[config.mk]
export PLATFORM = sky130hd
export DESIGN_NAME = monitor_limit_regs
export DESIGN_NICKNAME = d
export VERILOG_FILES = /design/src/verilog/monitor_limit_pkg.sv /design/src/verilog/monitor_limit_regs.sv /design/src/verilog/limit_compare.sv
export VERILOG_INCLUDE_DIRS = /design/src /design/src/verilog
export SDC_FILE = /design/constraint.sdc
export NUM_CORES = 1
export LEC_CHECK = 0
export ABC_AREA = 1
export BUFFER_PORTS_ARGS = -buffer_cell sky130_fd_sc_hd__buf_2
export CORE_MARGIN = 2
export CORE_UTILIZATION = 58
export DETAILED_ROUTE_END_ITERATION = 10
export GPL_TIMING_DRIVEN = 0
export PLACE_DENSITY = 0.8
export SETUP_SLACK_MARGIN = 0.05
export SLEW_MARGIN = 15
export SYNTH_ARGS = -nofsm -noshare
export SYNTH_HDL_FRONTEND = slang
export SYNTH_SLANG_ARGS = --single-unit
export TNS_END_PERCENT = 1
[constraint.sdc]
create_clock -name SYS_CLK_I -period 1.9 [get_ports SYS_CLK_I]
set_input_delay 0.38 -clock SYS_CLK_I [delete_from_list [all_inputs] [get_ports SYS_CLK_I]]
set_output_delay 0.38 -clock SYS_CLK_I [all_outputs]
set_load 0.005 [all_outputs]
[src/verilog/monitor_limit_params.svh]
`ifndef MONITOR_LIMIT_PARAMS_SVH
`define MONITOR_LIMIT_PARAMS_SVH

// register pointer values
`define REG_BUS_OVER 8'h0e
`define REG_BUS_UNDER 8'h0f
`define REG_TEMP_OVER 8'h10
`define REG_POWER_OVER 8'h11
`define REG_MAKER_ID 8'h3e
`define REG_DIE_ID 8'h3f

// reset values
`define RST_BUS_OVER 15'h7fff
`define RST_BUS_UNDER 15'h0000
`define RST_TEMP_OVER 16'h7fff
`define RST_POWER_OVER 16'hffff

// field layout
`define BUS_THR_MSB 14
`define DIE_CODE_LSB 4
`define REV_CODE_MSB 3

// identity values, arbitrary
`define MAKER_CODE 16'h5858
`define DIE_CODE 12'h3a5
`define REVISION_CODE 4'h7

// threshold scaling: 3.125 mV over 195.3125 uV is 16, power threshold lsb is 256 result lsbs
`define BUS_THR_SHIFT 4
`define POWER_THR_SHIFT 8
// shunt fine step 78.125 nV; coarse 312.5 nV is four fine steps
`define SHUNT_COARSE_SHIFT 2

// serial target address, arbitrary default
`define TARGET_ADDR 7'h40

`endif

[src/verilog/monitor_limit_pkg.sv]
package monitor_limit_pkg;

    typedef enum logic [3:0] {
        ST_IDLE = 4'h0,
        ST_ADDR = 4'h1,
        ST_ACK_ADDR = 4'h2,
        ST_PTR = 4'h3,
        ST_ACK_PTR = 4'h4,
        ST_WDATA = 4'h5,
        ST_ACK_W = 4'h6,
        ST_RDATA = 4'h7,
        ST_ACK_R = 4'h8
    } link_state_e;

    // converter results with one-cycle completion strobes
    typedef struct packed {
        logic signed [19:0] shunt;
        logic [19:0] bus;
        logic signed [15:0] temp;
        logic [23:0] power;
        logic bus_done;
        logic temp_done;
        logic power_done;
    } results_s;

    typedef struct packed {
        logic [14:0] bus_over;
        logic [14:0] bus_under;
        logic signed [15:0] temp_over;
        logic [15:0] power_over;
    } thresholds_s;

    typedef struct packed {
        logic bus_over;
        logic bus_under;
        logic temp_over;
        logic power_over;
    } limit_flags_s;

endpackage

[src/verilog/monitor_limit_regs.sv]
`timescale 1ns/1ps
`include "monitor_limit_params.svh"

// Summary of operation
// - bus threshold bit 15 is reserved, ignores writes, always reads zero.
// - 15-bit bus over threshold, 3.125 mV step, checked against bus results.
// - 15-bit bus under threshold, 3.125 mV step, checked against bus results.
// - signed 16-bit temperature threshold compared directly with die temperature.
// - unsigned 16-bit power threshold, each step worth 256 power result steps.
// - resets: bus over and temperature 7fff, power ffff, bus under 0.
// - thresholds sit at pointers 0e, 0f, 10 and 11.
// - read-only 16-bit maker identity, ascii initials, fixed content.
// - read-only die identity: 12-bit die code above 4-bit revision.
// - range bit picks shunt step: clear 312.5 nV, set 78.125 nV.
// - shunt and bus results are 20 bits; shunt result is signed.
// - bus result is unsigned, 195.3125 uV per step.
// - die temperature is signed 16 bits, 7.8125 m-degree step.
// - temperature encoding spans about minus to plus 256 degrees.
// - bus result above the over threshold sets the bus over flag.
// - with latching on, flags hold until the alert register is read.

module monitor_limit_regs
    import monitor_limit_pkg::*;
#(
    parameter logic [6:0] TARGET_ADDR = `TARGET_ADDR
) (
    // clock and reset
    input wire logic SYS_CLK_I,
    input wire logic RST_I,
    // serial register port, open drain data
    input wire logic SCL_I,
    input wire logic SDA_I,
    output logic SDA_O,
    output logic SDA_OE_O,
    // converter results
    input wire results_s RESULT_I,
    // configuration and alert control
    input wire logic SHUNT_RANGE_SELECT_I,
    input wire logic ALERT_LATCH_ENABLE_I,
    input wire logic ALERT_READ_I,
    // outputs
    output logic signed [21:0] SHUNT_FINE_O,
    output limit_flags_s FLAGS_O
);
    // pin synchronisers
    logic scl_s1, scl_s2, scl_d;
    logic sda_s1, sda_s2, sda_d;

    always_ff @(posedge SYS_CLK_I) begin
        if (RST_I) begin
            scl_s1 <= 1'b1;
            scl_s2 <= 1'b1;
            scl_d <= 1'b1;
            sda_s1 <= 1'b1;
            sda_s2 <= 1'b1;
            sda_d <= 1'b1;
        end else begin
            scl_s1 <= SCL_I;
            scl_s2 <= scl_s1;
            scl_d <= scl_s2;
            sda_s1 <= SDA_I;
            sda_s2 <= sda_s1;
            sda_d <= sda_s2;
        end
    end

    logic scl_rise, scl_fall, start_det, stop_det;
    assign scl_rise = scl_s2 && !scl_d;
    assign scl_fall = !scl_s2 && scl_d;
    assign start_det = scl_s2 && scl_d && sda_d && !sda_s2;
    assign stop_det = scl_s2 && scl_d && !sda_d && sda_s2;

    // register file
    thresholds_s thr;
    thresholds_s next_thr;
    logic wr_en;
    logic [7:0] wr_ptr;
    logic [15:0] wr_data;

    always_comb begin
        next_thr = thr;
        if (wr_en) begin
            unique case (wr_ptr)
                `REG_BUS_OVER: next_thr.bus_over = wr_data[`BUS_THR_MSB:0];
                `REG_BUS_UNDER: next_thr.bus_under = wr_data[`BUS_THR_MSB:0];
                `REG_TEMP_OVER: next_thr.temp_over = wr_data;
                `REG_POWER_OVER: next_thr.power_over = wr_data;
                default: next_thr = thr;
            endcase
        end
    end

    always_ff @(posedge SYS_CLK_I) begin
        if (RST_I) begin
            thr.bus_over <= `RST_BUS_OVER;
            thr.bus_under <= `RST_BUS_UNDER;
            thr.temp_over <= `RST_TEMP_OVER;
            thr.power_over <= `RST_POWER_OVER;
        end else begin
            thr <= next_thr;
        end
    end

    // unmapped pointers read as zero
    function automatic logic [15:0] read_reg(input logic [7:0] ptr, input thresholds_s t);
        logic [15:0] v;
        v = 16'h0000;
        unique case (ptr)
            `REG_BUS_OVER: v = {1'b0, t.bus_over};
            `REG_BUS_UNDER: v = {1'b0, t.bus_under};
            `REG_TEMP_OVER: v = t.temp_over;
            `REG_POWER_OVER: v = t.power_over;
            `REG_MAKER_ID: v = `MAKER_CODE;
            `REG_DIE_ID: v = {`DIE_CODE, `REVISION_CODE};
            default: v = 16'h0000;
        endcase
        return v;
    endfunction

    // serial link state
    link_state_e state, next_state;
    logic [3:0] bit_cnt, next_bit_cnt;
    logic [7:0] shreg, next_shreg;
    logic [7:0] ptr, next_ptr;
    logic [7:0] msb, next_msb;
    logic [7:0] tx, next_tx;
    logic [15:0] rd_word, next_rd_word;
    logic byte_idx, next_byte_idx;
    logic rw, next_rw;
    logic nack, next_nack;
    logic sda_oe, next_sda_oe;
    logic next_wr_en;
    logic [15:0] next_wr_data;
    logic byte_done;

    assign byte_done = bit_cnt == 4'h8;

    always_comb begin
        next_state = state;
        next_bit_cnt = bit_cnt;
        next_shreg = shreg;
        next_ptr = ptr;
        next_msb = msb;
        next_tx = tx;
        next_rd_word = rd_word;
        next_byte_idx = byte_idx;
        next_rw = rw;
        next_nack = nack;
        next_sda_oe = sda_oe;
        next_wr_en = 1'b0;
        next_wr_data = wr_data;
        if (start_det) begin
            next_state = ST_ADDR;
            next_bit_cnt = 4'h0;
            next_sda_oe = 1'b0;
        end else if (stop_det) begin
            next_state = ST_IDLE;
            next_sda_oe = 1'b0;
        end else begin
            unique case (state)
                ST_IDLE: begin
                    next_sda_oe = 1'b0;
                end
                ST_ADDR, ST_PTR, ST_WDATA: begin
                    if (scl_rise && !byte_done) begin
                        next_shreg = {shreg[6:0], sda_s2};
                        next_bit_cnt = bit_cnt + 4'h1;
                    end else if (scl_fall && byte_done) begin
                        next_bit_cnt = 4'h0;
                        next_sda_oe = 1'b1;
                        if (state == ST_ADDR) begin
                            if (shreg[7:1] == TARGET_ADDR) begin
                                next_state = ST_ACK_ADDR;
                                next_rw = shreg[0];
                                next_byte_idx = 1'b0;
                                next_rd_word = read_reg(ptr, thr);
                            end else begin
                                // other target: stay quiet until the next start
                                next_state = ST_IDLE;
                                next_sda_oe = 1'b0;
                            end
                        end else if (state == ST_PTR) begin
                            next_ptr = shreg;
                            next_state = ST_ACK_PTR;
                        end else begin
                            next_state = ST_ACK_W;
                            if (!byte_idx) begin
                                next_msb = shreg;
                            end else begin
                                next_wr_data = {msb, shreg};
                                next_wr_en = 1'b1;
                            end
                        end
                    end
                end
                ST_ACK_ADDR: begin
                    if (scl_fall) begin
                        if (rw) begin
                            next_state = ST_RDATA;
                            next_tx = rd_word[15:8];
                            next_sda_oe = !rd_word[15];
                        end else begin
                            next_state = ST_PTR;
                            next_sda_oe = 1'b0;
                        end
                    end
                end
                ST_ACK_PTR: begin
                    if (scl_fall) begin
                        next_state = ST_WDATA;
                        next_byte_idx = 1'b0;
                        next_sda_oe = 1'b0;
                    end
                end
                ST_ACK_W: begin
                    if (scl_fall) begin
                        next_state = ST_WDATA;
                        next_byte_idx = !byte_idx;
                        next_sda_oe = 1'b0;
                    end
                end
                ST_RDATA: begin
                    if (scl_rise) begin
                        next_bit_cnt = bit_cnt + 4'h1;
                    end else if (scl_fall) begin
                        if (byte_done) begin
                            next_state = ST_ACK_R;
                            next_sda_oe = 1'b0;
                        end else begin
                            next_tx = {tx[6:0], 1'b0};
                            next_sda_oe = !tx[6];
                        end
                    end
                end
                ST_ACK_R: begin
                    if (scl_rise) begin
                        next_nack = sda_s2;
                    end else if (scl_fall) begin
                        next_bit_cnt = 4'h0;
                        if (nack) begin
                            next_state = ST_IDLE;
                        end else begin
                            // words repeat high byte first; pointer never advances
                            next_state = ST_RDATA;
                            next_byte_idx = !byte_idx;
                            next_tx = byte_idx ? rd_word[15:8] : rd_word[7:0];
                            next_sda_oe = byte_idx ? !rd_word[15] : !rd_word[7];
                        end
                    end
                end
            endcase
        end
    end

    always_ff @(posedge SYS_CLK_I) begin
        if (RST_I) begin
            state <= ST_IDLE;
            bit_cnt <= 4'h0;
            shreg <= 8'h00;
            ptr <= 8'h00;
            msb <= 8'h00;
            tx <= 8'h00;
            rd_word <= 16'h0000;
            byte_idx <= 1'b0;
            rw <= 1'b0;
            nack <= 1'b0;
            sda_oe <= 1'b0;
            wr_en <= 1'b0;
            wr_data <= 16'h0000;
        end else begin
            state <= next_state;
            bit_cnt <= next_bit_cnt;
            shreg <= next_shreg;
            ptr <= next_ptr;
            msb <= next_msb;
            tx <= next_tx;
            rd_word <= next_rd_word;
            byte_idx <= next_byte_idx;
            rw <= next_rw;
            nack <= next_nack;
            sda_oe <= next_sda_oe;
            wr_en <= next_wr_en;
            wr_data <= next_wr_data;
        end
    end

    assign wr_ptr = ptr;
    assign SDA_O = 1'b0;
    assign SDA_OE_O = sda_oe;

    // shunt result scaled to the fine step, sign kept for reverse current
    logic signed [21:0] shunt_fine, next_shunt_fine;

    always_comb begin
        if (SHUNT_RANGE_SELECT_I) begin
            next_shunt_fine = {{2{RESULT_I.shunt[19]}}, RESULT_I.shunt};
        end else begin
            next_shunt_fine = {RESULT_I.shunt, {`SHUNT_COARSE_SHIFT{1'b0}}};
        end
    end

    always_ff @(posedge SYS_CLK_I) begin
        if (RST_I) begin
            shunt_fine <= 22'sh0;
        end else begin
            shunt_fine <= next_shunt_fine;
        end
    end

    assign SHUNT_FINE_O = shunt_fine;

    // bus result is unsigned and temperature signed, both at native scale
    limit_compare u_limit_compare (
        .clk_i(SYS_CLK_I),
        .rst_i(RST_I),
        .results_i(RESULT_I),
        .thr_i(thr),
        .latch_en_i(ALERT_LATCH_ENABLE_I),
        .alert_read_i(ALERT_READ_I),
        .flags_o(FLAGS_O)
    );
endmodule

[src/verilog/limit_compare.sv]
`timescale 1ns/1ps
`include "monitor_limit_params.svh"

module limit_compare
    import monitor_limit_pkg::*;
(
    // clock and reset
    input wire logic clk_i,
    input wire logic rst_i,
    // results and limits
    input wire results_s results_i,
    input wire thresholds_s thr_i,
    // alert control
    input wire logic latch_en_i,
    input wire logic alert_read_i,
    // flags
    output limit_flags_s flags_o
);
    limit_flags_s flags;
    limit_flags_s next_flags;
    logic [19:0] bus_over_lim;
    logic [19:0] bus_under_lim;
    logic [23:0] power_lim;
    logic trip_bo, trip_bu, trip_t, trip_p;

    // threshold lsb is a multiple of the result lsb, so shift the threshold up rather than truncate the result
    assign bus_over_lim = {1'b0, thr_i.bus_over, {`BUS_THR_SHIFT{1'b0}}};
    assign bus_under_lim = {1'b0, thr_i.bus_under, {`BUS_THR_SHIFT{1'b0}}};
    assign power_lim = {thr_i.power_over, {`POWER_THR_SHIFT{1'b0}}};

    assign trip_bo = results_i.bus > bus_over_lim;
    assign trip_bu = results_i.bus < bus_under_lim;
    // explicit signed compare: a struct member select must not fall back to unsigned
    assign trip_t = $signed(results_i.temp) > $signed(thr_i.temp_over);
    assign trip_p = results_i.power > power_lim;

    function automatic logic next_flag(input logic cur, input logic done, input logic trip,
                                       input logic latch, input logic rd);
        logic v;
        v = cur;
        if (latch) begin
            if (rd) begin
                v = 1'b0;
            end
            if (done && trip) begin
                v = 1'b1;
            end
        end else if (done) begin
            v = trip;
        end
        return v;
    endfunction

    // set wins over a read in the same cycle
    always_comb begin
        next_flags.bus_over = next_flag(flags.bus_over, results_i.bus_done, trip_bo, latch_en_i,
                                        alert_read_i);
        next_flags.bus_under = next_flag(flags.bus_under, results_i.bus_done, trip_bu, latch_en_i,
                                         alert_read_i);
        next_flags.temp_over = next_flag(flags.temp_over, results_i.temp_done, trip_t, latch_en_i,
                                         alert_read_i);
        next_flags.power_over = next_flag(flags.power_over, results_i.power_done, trip_p, latch_en_i,
                                          alert_read_i);
    end

    always_ff @(posedge clk_i) begin
        if (rst_i) begin
            flags <= '0;
        end else begin
            flags <= next_flags;
        end
    end

    assign flags_o = flags;
endmodule

Word level (Yosys, flattened, before mapping)
Cells that the tools add are included.
{"block": "totals", "reg_bits": 170, "input_bits": 90, "output_inout_bits": 28, "wordCells": 221}
{"block": "op_classes", "addsub": 1, "magnitude_cmp": 4, "eq_ne": 47, "muxes": 73, "n_bitwise": 9, "reduce_logical": 57}
{"cell": "one-hot mux 16 bit (6 select lines)", "count": 1}
{"cell": "2-to-1 mux 7 bit", "count": 9}
{"cell": "2-to-1 mux 4 bit", "count": 15}
{"cell": "2-to-1 mux 1 bit", "count": 38}
{"cell": "!= test 2 bit, second input constant", "count": 16}
{"cell": "!= test 4 bit, second input constant", "count": 8}
{"cell": "greater-than comparator 24 bit", "count": 1}
{"cell": "2-to-1 mux 21 bit", "count": 1}
{"cell": "one-hot mux 7 bit (3 select lines)", "count": 1}
{"cell": "greater-than comparator 20 x 19 -> 1 bit", "count": 1}
{"cell": "less-than comparator 20 x 19 -> 1 bit", "count": 1}
{"cell": "one-hot mux 4 bit (5 select lines)", "count": 1}
{"cell": "AND reduction 10 bit", "count": 2}
{"cell": "equality test 4 x 3 -> 1 bit, second input constant", "count": 4}
{"cell": "equality test 8 x 4 -> 1 bit, second input constant", "count": 2}
{"cell": "equality test 8 x 5 -> 1 bit, second input constant", "count": 2}
{"cell": "equality test 8 x 6 -> 1 bit, second input constant", "count": 2}
{"cell": "greater-than comparator 16 bit", "count": 1}
{"cell": "AND reduction 2 bit", "count": 8}
{"cell": "AND reduction 8 bit", "count": 2}
{"cell": "AND reduction 7 bit", "count": 2}
{"cell": "logical AND 1 bit", "count": 13}
{"cell": "!= test 3 x 1 -> 1 bit, second input constant", "count": 4}
{"cell": "one-hot mux 4 bit (3 select lines)", "count": 1}
{"cell": "28 further kinds", "count": 55}

Depth between registers and ports, before layout
Gate-level depths: netlist (run 1).
{"block": "depth", "depth_word": 8, "mapped_depth": 14, "mapped_depth_nobuf": 14}

Modules after synthesis
Synthesis (run 1) repeated with hierarchy kept, for this count alone.
{"block": "hier_totals", "hier_cells": 1330, "hier_area_um2": 9066.2}
{"mod": "monitor_limit_regs", "n_inst": 1, "cells_per_inst": 1035, "area_per_inst_um2": 7224.4, "seq_area_each_um2": 3323.2}
{"mod": "limit_compare", "n_inst": 1, "cells_per_inst": 295, "area_per_inst_um2": 1841.8, "seq_area_each_um2": 80.1}

Least setup slack after synthesis (run 1)
OpenSTA, ideal clock, no wires.
{"block": "synth_timing", "kind": "register -> register", "from": "register bit_cnt[0]", "to": "register rd_word[6]", "setup_time_ns": 0.132, "arrival_ns": 1.463, "required_time_ns": 1.768, "path_slack_ns": 0.305, "stages_incl_launch_ff": 12, "path_buffers": 1, "synth_period_minus_slack_ns": 1.595, "cell_sequence": "dfxtp_1 > inv_1 > ha_1 > nand2_1 > nor2_2 > nand2_1 > clkinv_1 > nand2_2 > inv_2 > buf_4 > o21ai_1 > a21oi_1"}
{"block": "synth_via", "elab_chain_cells": 5, "elab_cells_between_ends": 6, "cone_classes": "eq/ne (1); bitwise (1); reduce/logical (4)"}
{"item": "start, declared", "line": "monitor_limit_regs.sv:122", "text": "logic [3:0] bit_cnt, next_bit_cnt;"}
{"item": "start signal, assigned", "line": "monitor_limit_regs.sv:272", "text": "bit_cnt <= next_bit_cnt;"}
{"item": "equality test 4 bit *", "line": "monitor_limit_regs.sv:136", "text": "assign byte_done = bit_cnt == 4'h8;"}
{"item": "zero test 1 bit", "line": "monitor_limit_regs.sv:165", "text": "if (scl_rise && !byte_done) begin"}
{"item": "logical AND 1 bit", "line": "monitor_limit_regs.sv:165"}
{"item": "NOT 1 bit (no line)"}
{"item": "AND reduction 7 bit (no line) *"}
{"item": "end signal, assigned", "line": "monitor_limit_regs.sv:277", "text": "rd_word <= next_rd_word;"}
{"item": "end, declared", "line": "monitor_limit_regs.sv:127", "text": "logic [15:0] rd_word, next_rd_word;"}
Mark *: on every way between the ends. The rest lies on a longest branch, timed or not.
A chain may end at the register's enable or synchronous reset.

Worst setup path after layout (run 1)
{"block": "layout_timing", "from": "register ptr[0]", "to": "register rd_word[11]"}
{"block": "layout_via", "elab_chain_cells": 2, "elab_cells_between_ends": 7, "cone_classes": "eq/ne (6); mux (1)"}
{"item": "start, declared", "line": "monitor_limit_regs.sv:124", "text": "logic [7:0] ptr, next_ptr;"}
{"item": "start signal, assigned", "line": "monitor_limit_regs.sv:274", "text": "ptr <= next_ptr;"}
{"item": "equality test 8 x 6 -> 1 bit, or another cell as far along", "line": "monitor_limit_regs.sv:108", "text": "unique case (ptr)"}
{"item": "one-hot mux 16 bit (6 select lines) *", "line": "monitor_limit_regs.sv:108"}
Marked as above.

==> results of run 1 <==
[cell families (layout without fill, tap and decap cells)]
group / after synthesis / in the layout / share of synthesized area (%)
adders and majority gates: 63 / 63 / 9.10
AOI/OAI and AO/OA: 303 / 303 / 19.2
xor gates and xnor gates: 2 / 2 / 0.202
and+or+nand+nor: 456 / 456 / 23.1
other: 1 / 1 / 0.0433
DFF: 170 / 170 / 39.3
buffers and inverters: 182 / 335 / 9.04
[worst max path at each step]
stage / to / cells past startpoint / from / slack (ns)
2_1_floorplan: rd_word[6] / 11 / bit_cnt[0] / 0.31
3_3_place_gp: SHUNT_FINE_O[14] / 6 / RST_I / -0.1
3_5_place_dp: SHUNT_FINE_O[13] / 6 / RST_I / -0.10
4_1_cts: wr_data[4] / 10 / bit_cnt[0] / 0.03
5_1_grt: thr[31] / 9 / ptr[2] / -0.0007
6_report: rd_word[11] / 6 / ptr[0] / 0.05
[power breakdown]
group,leakage [nW],switching [mW],internal (mW)
logic,3.14,0.742,0.475
clock network,0.285,1.59,1.81
registers,1.38,0.103,3.66
total,4.81,2.44,5.94
[timing repair]
action	4_1_cts	5_1_grt
endpoints found under the setup margin	19	67
buffers inserted	0	5
gates cloned	0	1
hold endpoints to repair	0	0
resized for setup	5	36
pin swaps	0	7
[stage by stage]
| step | util [%] | power [mW] | setup slack, ns | instance area, um^2 | TNS, ns |
|---|---|---|---|---|---|
| 2_1_floorplan | - | 4.66 | 0.305 | 8660 | 0 |
| 3_3_place_gp | 65.1 | 4.97 | -0.0978 | 9470 | -1.25 |
| 3_5_place_dp | 65.1 | 5.01 | -0.104 | 9470 | -1.56 |
| 4_1_cts | 69.2 | 8.34 | 0.0294 | 10100 | 0 |
| 5_1_grt | 70.1 | 8.72 | -0.000711 | 10200 | -0.000711 |
| 6_report | 70.1 | 8.38 | 0.0541 | 10200 | 0 |
[state kept, by name, summed over array words and instances (netlist names), 4 cells and up]
| register | flops |
|---|---|
| wr_data | 16 |
| u_limit_compare.flags_o | 4 |
| ptr | 8 |
| tx | 7 |
| rd_word | 16 |
| state | 4 |
| shreg | 8 |
| bit_cnt | 4 |
| msb | 8 |
| SHUNT_FINE_O | 22 |
| thr | 62 |
[placed cells by master, fill, tap and decap left out, drive strengths merged, types with 4 or more instances in the layout]
master and n:
a31oi 4, clkinv 5, nand2 209, o22ai 4
clkbuf 42, nand3 69, ha 63, o211ai 29
buf 146, o21ai 147, nor3 16, a21oi 114
inv 140, or2 5, nand4 8, nor2 143
dfxtp 170
[synthesized netlist by cell type, drive strengths merged, types with 5 or more instances]
| library cell | n |
|---|---|
| or2 | 5 |
| nand2 | 209 |
| ha | 63 |
| dfxtp | 170 |
| buf | 26 |
| clkbuf | 22 |
| nand4 | 8 |
| nor3 | 16 |
| inv | 130 |
| nor2 | 143 |
| o211ai | 29 |
| a21oi | 114 |
| o21ai | 147 |
| nand3 | 69 |
[area by class of cell]
cell class | instances | area, um^2 | area share, %
Buffer | 48 | 293 | 2.87
Clock buffer | 19 | 453 | 4.44
Clock inverter | 13 | 121 | 1.19
Inverter | 134 | 517 | 5.07
Multi-Input combinational cell | 825 | 4550 | 44.6
Sequential cell | 170 | 3410 | 33.5
Tap cell | 184 | 230 | 2.26
Timing Repair Buffer | 121 | 618 | 6.06
[layer usage]
layer	GRT usage (%)	wire (um)	up-vias
met3	7.14	2170	49
met2	47.6	10600	353
met1	39.2	10100	3799
met4	9.57	553	0
met5	0	0	-
li1	-	-	4195
==> flow_metrics.py, run 1 <==
metrics = {
    "floorplanning": {
        "rows": 44,
        "num_io_pins": 118,
        "die_y_um": 126,
        "start_util_pct": 59.6,
        "die_area_um2": 15900,
        "fp.dieW_um": 126,
        "coreArea_um2": 14500,
    },
    "clock_network": {
        "clk_path_buf_depth": 2,
        "clkLatencyLatePin_ns": 0.43,
        "cts_made_buffers": 17,
        "cts_tree": "done",
        "h-tree-depth": 4,
        "clock-root-buffer": "clkbuf_16",
        "clock-sinks": 170,
        "holdBufCountCts": 0,
        "clkTransAtPathRegs_ns": 0.07,
    },
    "pwr": {
        "ir_drop_uv": 734,
        "power_density_nw_per_um2": 822,
        "p_leak_nw": 4.81,
    },
    "worst_setup_path": {
        "cp-end-kind": "register",
        "crit_path_start_kind": "register",
        "cp_top_family": "compound AO/OA/AOI/OAI gates",
        "r2r_cells": 6,
        "slowest_delay_ns": 0.58,
        "crit_path_max_fanout": 4,
        "critical_path_class": "reg -> reg",
        "reg2reg_slack_ns": 0.05,
        "worstPathArrival_ns": 2.15,
        "cp_data_required_time_ns": 2.20,
        "r2r-start": "ptr[0]",
        "slowest_stage": "o21ai_0",
        "path_cells": "inv_1, nor2_2, o21ai_0, nand3_1, o21ai_1, a21oi_1",
        "critical_path_buf_inv_count": 1,
        "regToRegEndpoint": "rd_word[11]",
    },
    "timing": {
        "slew_viol_final": 0,
        "fmax_mhz": 542,
        "setup_viol": 0,
        "relSlewSlack_pct": 48.7,
        "finalHoldWorstSlack_ns": 0.128,
        "rsz0062_at_grt": "yes",
        "fin_skew_ns": 0.00728,
        "post-route-period-util_pct": 97.2,
        "tightest_slew_ns": 0.769,
        "hold_viol_final": 0,
        "final.min_clock_period_ns": 1.85,
    },
    "synth": {
        "synth_top_area_share_pct": 39.3,
        "synth.avg_cell_area_um2": 7.36,
        "synth_largest_area_cell": "dfxtp_1",
        "synth_cells": 1177,
        "synth.distinct_cells": 50,
        "ys.flop_type": "dfxtp_1",
        "ys_seq_elements": 170,
        "syn-num-nets": 1330,
        "synth_area_leaders": "dfxtp_1, ha_1, nand2_1, o21ai_0, a21oi_1",
        "syn_area_um2": 8660,
        "yosysSeqAreaShare_pct": 39.3,
        "synth-edff-count": 0,
        "yosysWarningCount": 0,
        "ys_async_sr_fraction_pct": 0,
    },
    "global_routing": {
        "grt_pass1_wl_mm": 37.8,
        "grt_overflow": 0,
        "grt_max_degree": 18,
        "antenna_found_initial": 0,
        "grtUsageTotal_pct": 29.5,
        "grt_pass1_vias": 7837,
    },
    "placement": {
        "dp_hpwl_mm": 17.8,
        "gp_congestion": 0.952,
        "io_buffer_count": 115,
        "dp_cells": 1476,
    },
    "min_path": {
        "holdPathStages": 2,
        "hold_path.class": "in -> reg",
        "min-delay-start": "SCL_I",
        "min_to": "scl_s1",
    },
    "route": {
        "num_vias": 8396,
        "wl_per_cell_um": 15.4,
        "antenna_left": 0,
        "drt-pass1-iter-count": 5,
        "wl_mm": 23.4,
        "drtIter0Drc": 714,
        "vias_per_cell": 5.55,
        "drc": 0,
    },
    "finish": {
        "layout-drive-gt1-share_pct": 18.7,
        "instances_no_fill": 1514,
        "antenna_cells": 0,
        "area_growth_pct": 17.7,
        "nets": 1470,
        "nFillCells": 1254,
    },
    "outcome": {
        "outcome": "complete, no violations",
    },
    "run": {
        "maxCapViolations": 0,
    },
}
No activity file was read; power rests on OpenSTA's default activity.
==> run 2, diff against run 1 <==
- CAP_MARGIN: default -> 20
- CORE_UTILIZATION: 58 -> 60
- PLACE_DENSITY: 0.8 -> 0.88
- clock period: 1.9 -> 2.4 ns (I/O delays scaled with it)
==> run 2 against run 1 <==
  * Hold slack better by 0.090 ns
  * Cell count is 0.66% lower
  * Power is 23% lower
  * Non-clock buffer count is 6 lower
  * Largest cell class unchanged
  * Highest routed layer unchanged
==> flow_metrics.py, run 2 (same netlist as run 1, synthesis figures left out) <==
metrics = {
    "outcome": {
        "outcome": "complete, no violations",
    },
    "finish": {
        "layout_common_cells": "nand2_1, dfxtp_1, nor2_1, buf_2, inv_1",
        "stdcell_area_um2": 10000,
        "final_common_cell": "nand2_1",
        "antenna_cells": 0,
        "nFillCells": 1119,
        "post-route-util_pct": 71.5,
        "nets": 1464,
        "area_growth_pct": 15.5,
        "layout-drive-gt1-share_pct": 16.6,
        "largest_reg_flops": 62,
        "top_register": "thr",
        "instances_no_fill": 1504,
    },
    "global_routing": {
        "grt_pass1_wl_mm": 37.0,
        "grt_overflow": 0,
        "antenna_found_initial": 0,
        "grt_pass1_vias": 7812,
        "grtUsageTotal_pct": 31.3,
        "grt_max_degree": 17,
    },
    "pwr": {
        "ir_drop_uv": 568,
        "p_leak_nw": 4.75,
        "power_density_nw_per_um2": 646,
    },
    "worst_setup_path": {
        "path_cells": "inv_1, ha_1, nand2_1, nor2_2, nand2_1, clkinv_1, nand4_2, clkbuf_2, o21ai_0, nor2_1",
        "crit_path_start_kind": "register",
        "worstPathArrival_ns": 2.33,
        "critical_path_buf_inv_count": 3,
        "slowest_delay_ns": 0.33,
        "cp_top_family": "simple AND/OR/NAND/NOR gates",
        "critical_path_class": "reg -> reg",
        "crit_path_max_fanout": 10,
        "cp_data_required_time_ns": 2.72,
        "cp_common_cell": "nand2_1",
        "slowest_stage": "dfxtp_1",
        "cp-end-kind": "register",
    },
    "timing": {
        "post-route-period-util_pct": 83.7,
        "rsz0062_at_grt": "no",
        "fmax_mhz": 498,
        "final.min_clock_period_ns": 2.01,
        "hold_viol_final": 0,
        "fin_tns_setup_ns": 0,
        "slew_viol_final": 0,
        "setup_slack_ns": 0.390,
        "tightest_slew_ns": 0.740,
        "setup_viol": 0,
        "relSlewSlack_pct": 50.7,
        "fin_skew_ns": 0.00943,
    },
    "placement": {
        "io_buffer_count": 115,
        "dp_slack_ns": 0.319,
        "gp_congestion": 0.951,
        "dp_cells": 1472,
        "dp_hpwl_mm": 17.7,
        "dpl_cell_area_um2": 9460,
    },
    "clock_network": {
        "holdBufCountCts": 0,
        "clock-sinks": 170,
        "cts_made_buffers": 17,
        "cts_tree": "done",
        "post_cts_buffers": 0,
        "cts.repair.resized": 0,
        "clkTransAtPathRegs_ns": 0.07,
        "clkLatencyLatePin_ns": 0.44,
        "h-tree-depth": 4,
        "clk_path_buf_depth": 2,
        "clock-root-buffer": "clkbuf_16",
    },
    "route": {
        "antenna_left": 0,
        "num_vias": 8475,
        "wl_mm": 23.3,
        "drt-pass1-iter-count": 6,
        "vias_per_cell": 5.63,
        "wl_per_cell_um": 15.5,
        "drtIter0Drc": 789,
        "drc": 0,
    },
    "floorplanning": {
        "fp.dieW_um": 124,
        "die_area_um2": 15400,
        "start_util_pct": 61.9,
        "coreArea_um2": 14000,
        "die_y_um": 124,
        "num_io_pins": 118,
        "rows": 43,
    },
    "min_path": {
        "hold_path.class": "in -> reg",
    },
    "run": {
        "maxCapViolations": 0,
    },
}
[run 2: cell types whose count changed in the layout (fill, tap and decap cells not counted), moves of 3 or more]
| cell | change |
|---|---|
| buf_4 | -5 |
| dfxtp_1 | +6 |
| dfxtp_2 | -6 |
| inv_8 | -3 |
| nand2_1 | +5 |
| nand2_2 | -4 |
| nor3_1 | +3 |
| nor3_2 | -3 |
| o21ai_0 | +4 |
| o21ai_1 | -4 |
[run 2: area by class of cell]
type	count	area, um^2	area share, %
Multi-Input combinational cell	825	4470	44.7
Sequential cell	170	3400	34.0
Timing Repair Buffer	115	576	5.75
Inverter	134	508	5.08
Clock buffer	19	433	4.33
Buffer	48	275	2.75
Tap cell	180	225	2.25
Clock inverter	13	110	1.10
[run 2: per-stage QoR]
| step | hold WS (ns) | total power [mW] |
|---|---|---|
| after floorplan | 0.389 | 3.69 |
| after global placement | 0.392 | 3.93 |
| after detailed placement | 0.393 | 3.96 |
| after CTS | 0.221 | 6.45 |
| after global routing | 0.225 | 6.72 |
| final | 0.218 | 6.46 |
[run 2: worst paths after layout]
check	startpoint	end	slack, ns	cells past startpoint
max reg2reg	bit_cnt[0]	wr_data[4]	0.39	10
min	SDA_I	sda_s1	0.22	2
min reg2reg	sda_s1	sda_s2	0.42	1
max	bit_cnt[0]	wr_data[4]	0.39	10
[run 2: layer usage]
metal,track usage [%],wire [um],vias up
li1,-,-,4174
met1,40.8,9630,3845
met2,49.6,10700,384
met3,7.88,2230,72
met4,12.9,791,0
met5,0,0,-
[run 2: report_power, final]
| part | total, mW | internal, mW | switching, mW |
|---|---|---|---|
| Sequential | 2.97 | 2.89 | 0.0780 |
| Combinational | 0.939 | 0.367 | 0.573 |
| Clock | 2.55 | 1.35 | 1.20 |
==> run 3, diff against run 2 <==
- CORE_UTILIZATION: 60 -> 58
- PLACE_DENSITY: 0.88 -> 0.85
- clock period: 2.4 -> 2 ns (I/O delays scaled with it)
==> run 3 against run 2 <==
  * Die area increased by 3.3%
  * Cell count increased by 0.27%
  * Non-clock buffer count unchanged
  * Largest power group unchanged
  * Clock power increased by 23%
  * Sequential power increased by 20%
==> flow_metrics.py, run 3 (same netlist as run 1, synthesis figures left out) <==
metrics = {
    "clock_network": {
        "h-tree-depth": 4,
        "clkTransAtPathRegs_ns": 0.07,
        "holdBufCountCts": 0,
        "clkLatencyLatePin_ns": 0.44,
        "clock-sinks": 170,
        "cts_made_buffers": 17,
        "clk_path_buf_depth": 2,
        "clock-root-buffer": "clkbuf_16",
        "cts_tree": "done",
        "post_cts_buffers": 0,
    },
    "finish": {
        "antenna_cells": 0,
        "post-route-util_pct": 69.1,
        "layout-drive-gt1-share_pct": 17.0,
        "area_growth_pct": 16.0,
        "top_register": "thr",
        "nets": 1464,
        "layout_common_cells": "nand2_1, dfxtp_1, nor2_1, buf_2, inv_1",
        "nFillCells": 1231,
        "final_common_cell": "nand2_1",
        "largest_reg_flops": 62,
    },
    "floorplanning": {
        "fp.dieW_um": 126,
        "start_util_pct": 59.6,
        "rows": 44,
        "coreArea_um2": 14500,
        "die_area_um2": 15900,
        "die_y_um": 126,
        "num_io_pins": 118,
    },
    "timing": {
        "fmax_mhz": 528,
        "final.min_clock_period_ns": 1.89,
        "finalHoldWorstSlack_ns": 0.143,
        "setup_viol": 0,
        "hold_viol_final": 0,
        "fin_skew_ns": 0.0144,
        "tightest_slew_ns": 0.728,
        "post-route-period-util_pct": 94.7,
        "rsz0062_at_grt": "yes",
        "slew_viol_final": 0,
        "setup_slack_ns": 0.107,
        "relSlewSlack_pct": 51.4,
    },
    "placement": {
        "io_buffer_count": 115,
        "dp_slack_ns": -0.115,
        "dp_hpwl_mm": 18.1,
        "gp_congestion": 0.978,
    },
    "min_path": {
        "hold_path.class": "in -> reg",
    },
    "global_routing": {
        "grt_pass1_wl_mm": 38.2,
        "grt_overflow": 0,
        "grtUsageTotal_pct": 30.0,
        "antenna_found_initial": 0,
        "grt_pass1_vias": 7807,
        "grt_max_degree": 17,
    },
    "route": {
        "drc": 0,
        "vias_per_cell": 5.64,
        "drtIter0Drc": 779,
        "wl_mm": 23.8,
        "wl_per_cell_um": 15.8,
        "antenna_left": 0,
        "drt-pass1-iter-count": 6,
        "num_vias": 8499,
    },
    "worst_setup_path": {
        "slowest_delay_ns": 0.57,
        "crit_path_max_fanout": 4,
        "crit_path_start_kind": "register",
        "slowest_stage": "o21ai_0",
        "cp-end-kind": "register",
        "cp_data_required_time_ns": 2.30,
        "critical_path_class": "reg -> reg",
        "worstPathArrival_ns": 2.20,
        "path_cells": "inv_1, nor2_2, o21ai_0, nand3_1, o21ai_1, a21oi_1",
    },
    "pwr": {
        "p_leak_nw": 4.77,
        "power_density_nw_per_um2": 781,
        "ir_drop_uv": 639,
    },
    "outcome": {
        "outcome": "complete, no violations",
    },
    "run": {
        "maxCapViolations": 0,
    },
}
## run 3: critical path, delay by kind of cell, from the launching register on
family	cells	cell delay, ns
AO/OA/AOI/OAI	3	1.00
buffers and inverters	1	0.14
AND/OR/NAND/NOR	2	0.29
flip-flops	1	0.32
## run 3: layout make-up
| cell class | count | area [um^2] | share of cell area, % |
|---|---|---|---|
| Clock buffer | 20 | 447 | 4.45 |
| Inverter | 134 | 510 | 5.08 |
| Timing Repair Buffer | 115 | 576 | 5.73 |
| Buffer | 48 | 278 | 2.76 |
| Tap cell | 184 | 230 | 2.29 |
| Sequential cell | 170 | 3400 | 33.9 |
| Multi-Input combinational cell | 825 | 4500 | 44.8 |
| Clock inverter | 12 | 104 | 1.03 |
## run 3: power breakdown
part	switching [mW]	internal [mW]	leakage, nW	total (mW)
registers	0.0956	3.47	1.38	3.57
logic	0.691	0.440	3.12	1.13
clock network	1.48	1.66	0.267	3.14
total	2.27	5.58	4.77	7.84
## run 3: worst paths after layout
path	from	to	slack, ns	cells after the start
worst max-delay path	ptr[0]	rd_word[12]	0.11	6
worst min register to register	sda_s1	sda_s2	0.42	1
worst min-delay path	SDA_I	sda_s1	0.14	2
worst max register to register	ptr[0]	rd_word[12]	0.11	6
## run 3: what timing repair did
item,4_1_cts,5_1_grt
gates resized for setup,1,10
setup endpoints to repair,1,39
cloned,0,0
hold endpoints to repair,0,0
## run 3: routing by layer
layer	global-route usage [%]	wire length (um)	vias to the layer above
li1	-	-	4179
met1	38.6	9970	3899
met2	49.3	11100	378
met3	7.43	2140	43
met4	10.4	628	0
met5	0	0	-
## run 3: stage by stage
| step | TNS (ns) | power, mW | instances | cell area, um^2 |
|---|---|---|---|---|
| finish | 0 | 7.84 | 1508 | 10000 |
| global route | 0 | 8.14 | 1508 | 10000 |
| CTS | 0 | 7.81 | 1508 | 10000 |
| detailed placement | -1.25 | 4.76 | 1476 | 9470 |
| global placement | -0.879 | 4.72 | 1476 | 9470 |
| floorplan | 0 | 4.42 | 1177 | 8660 |
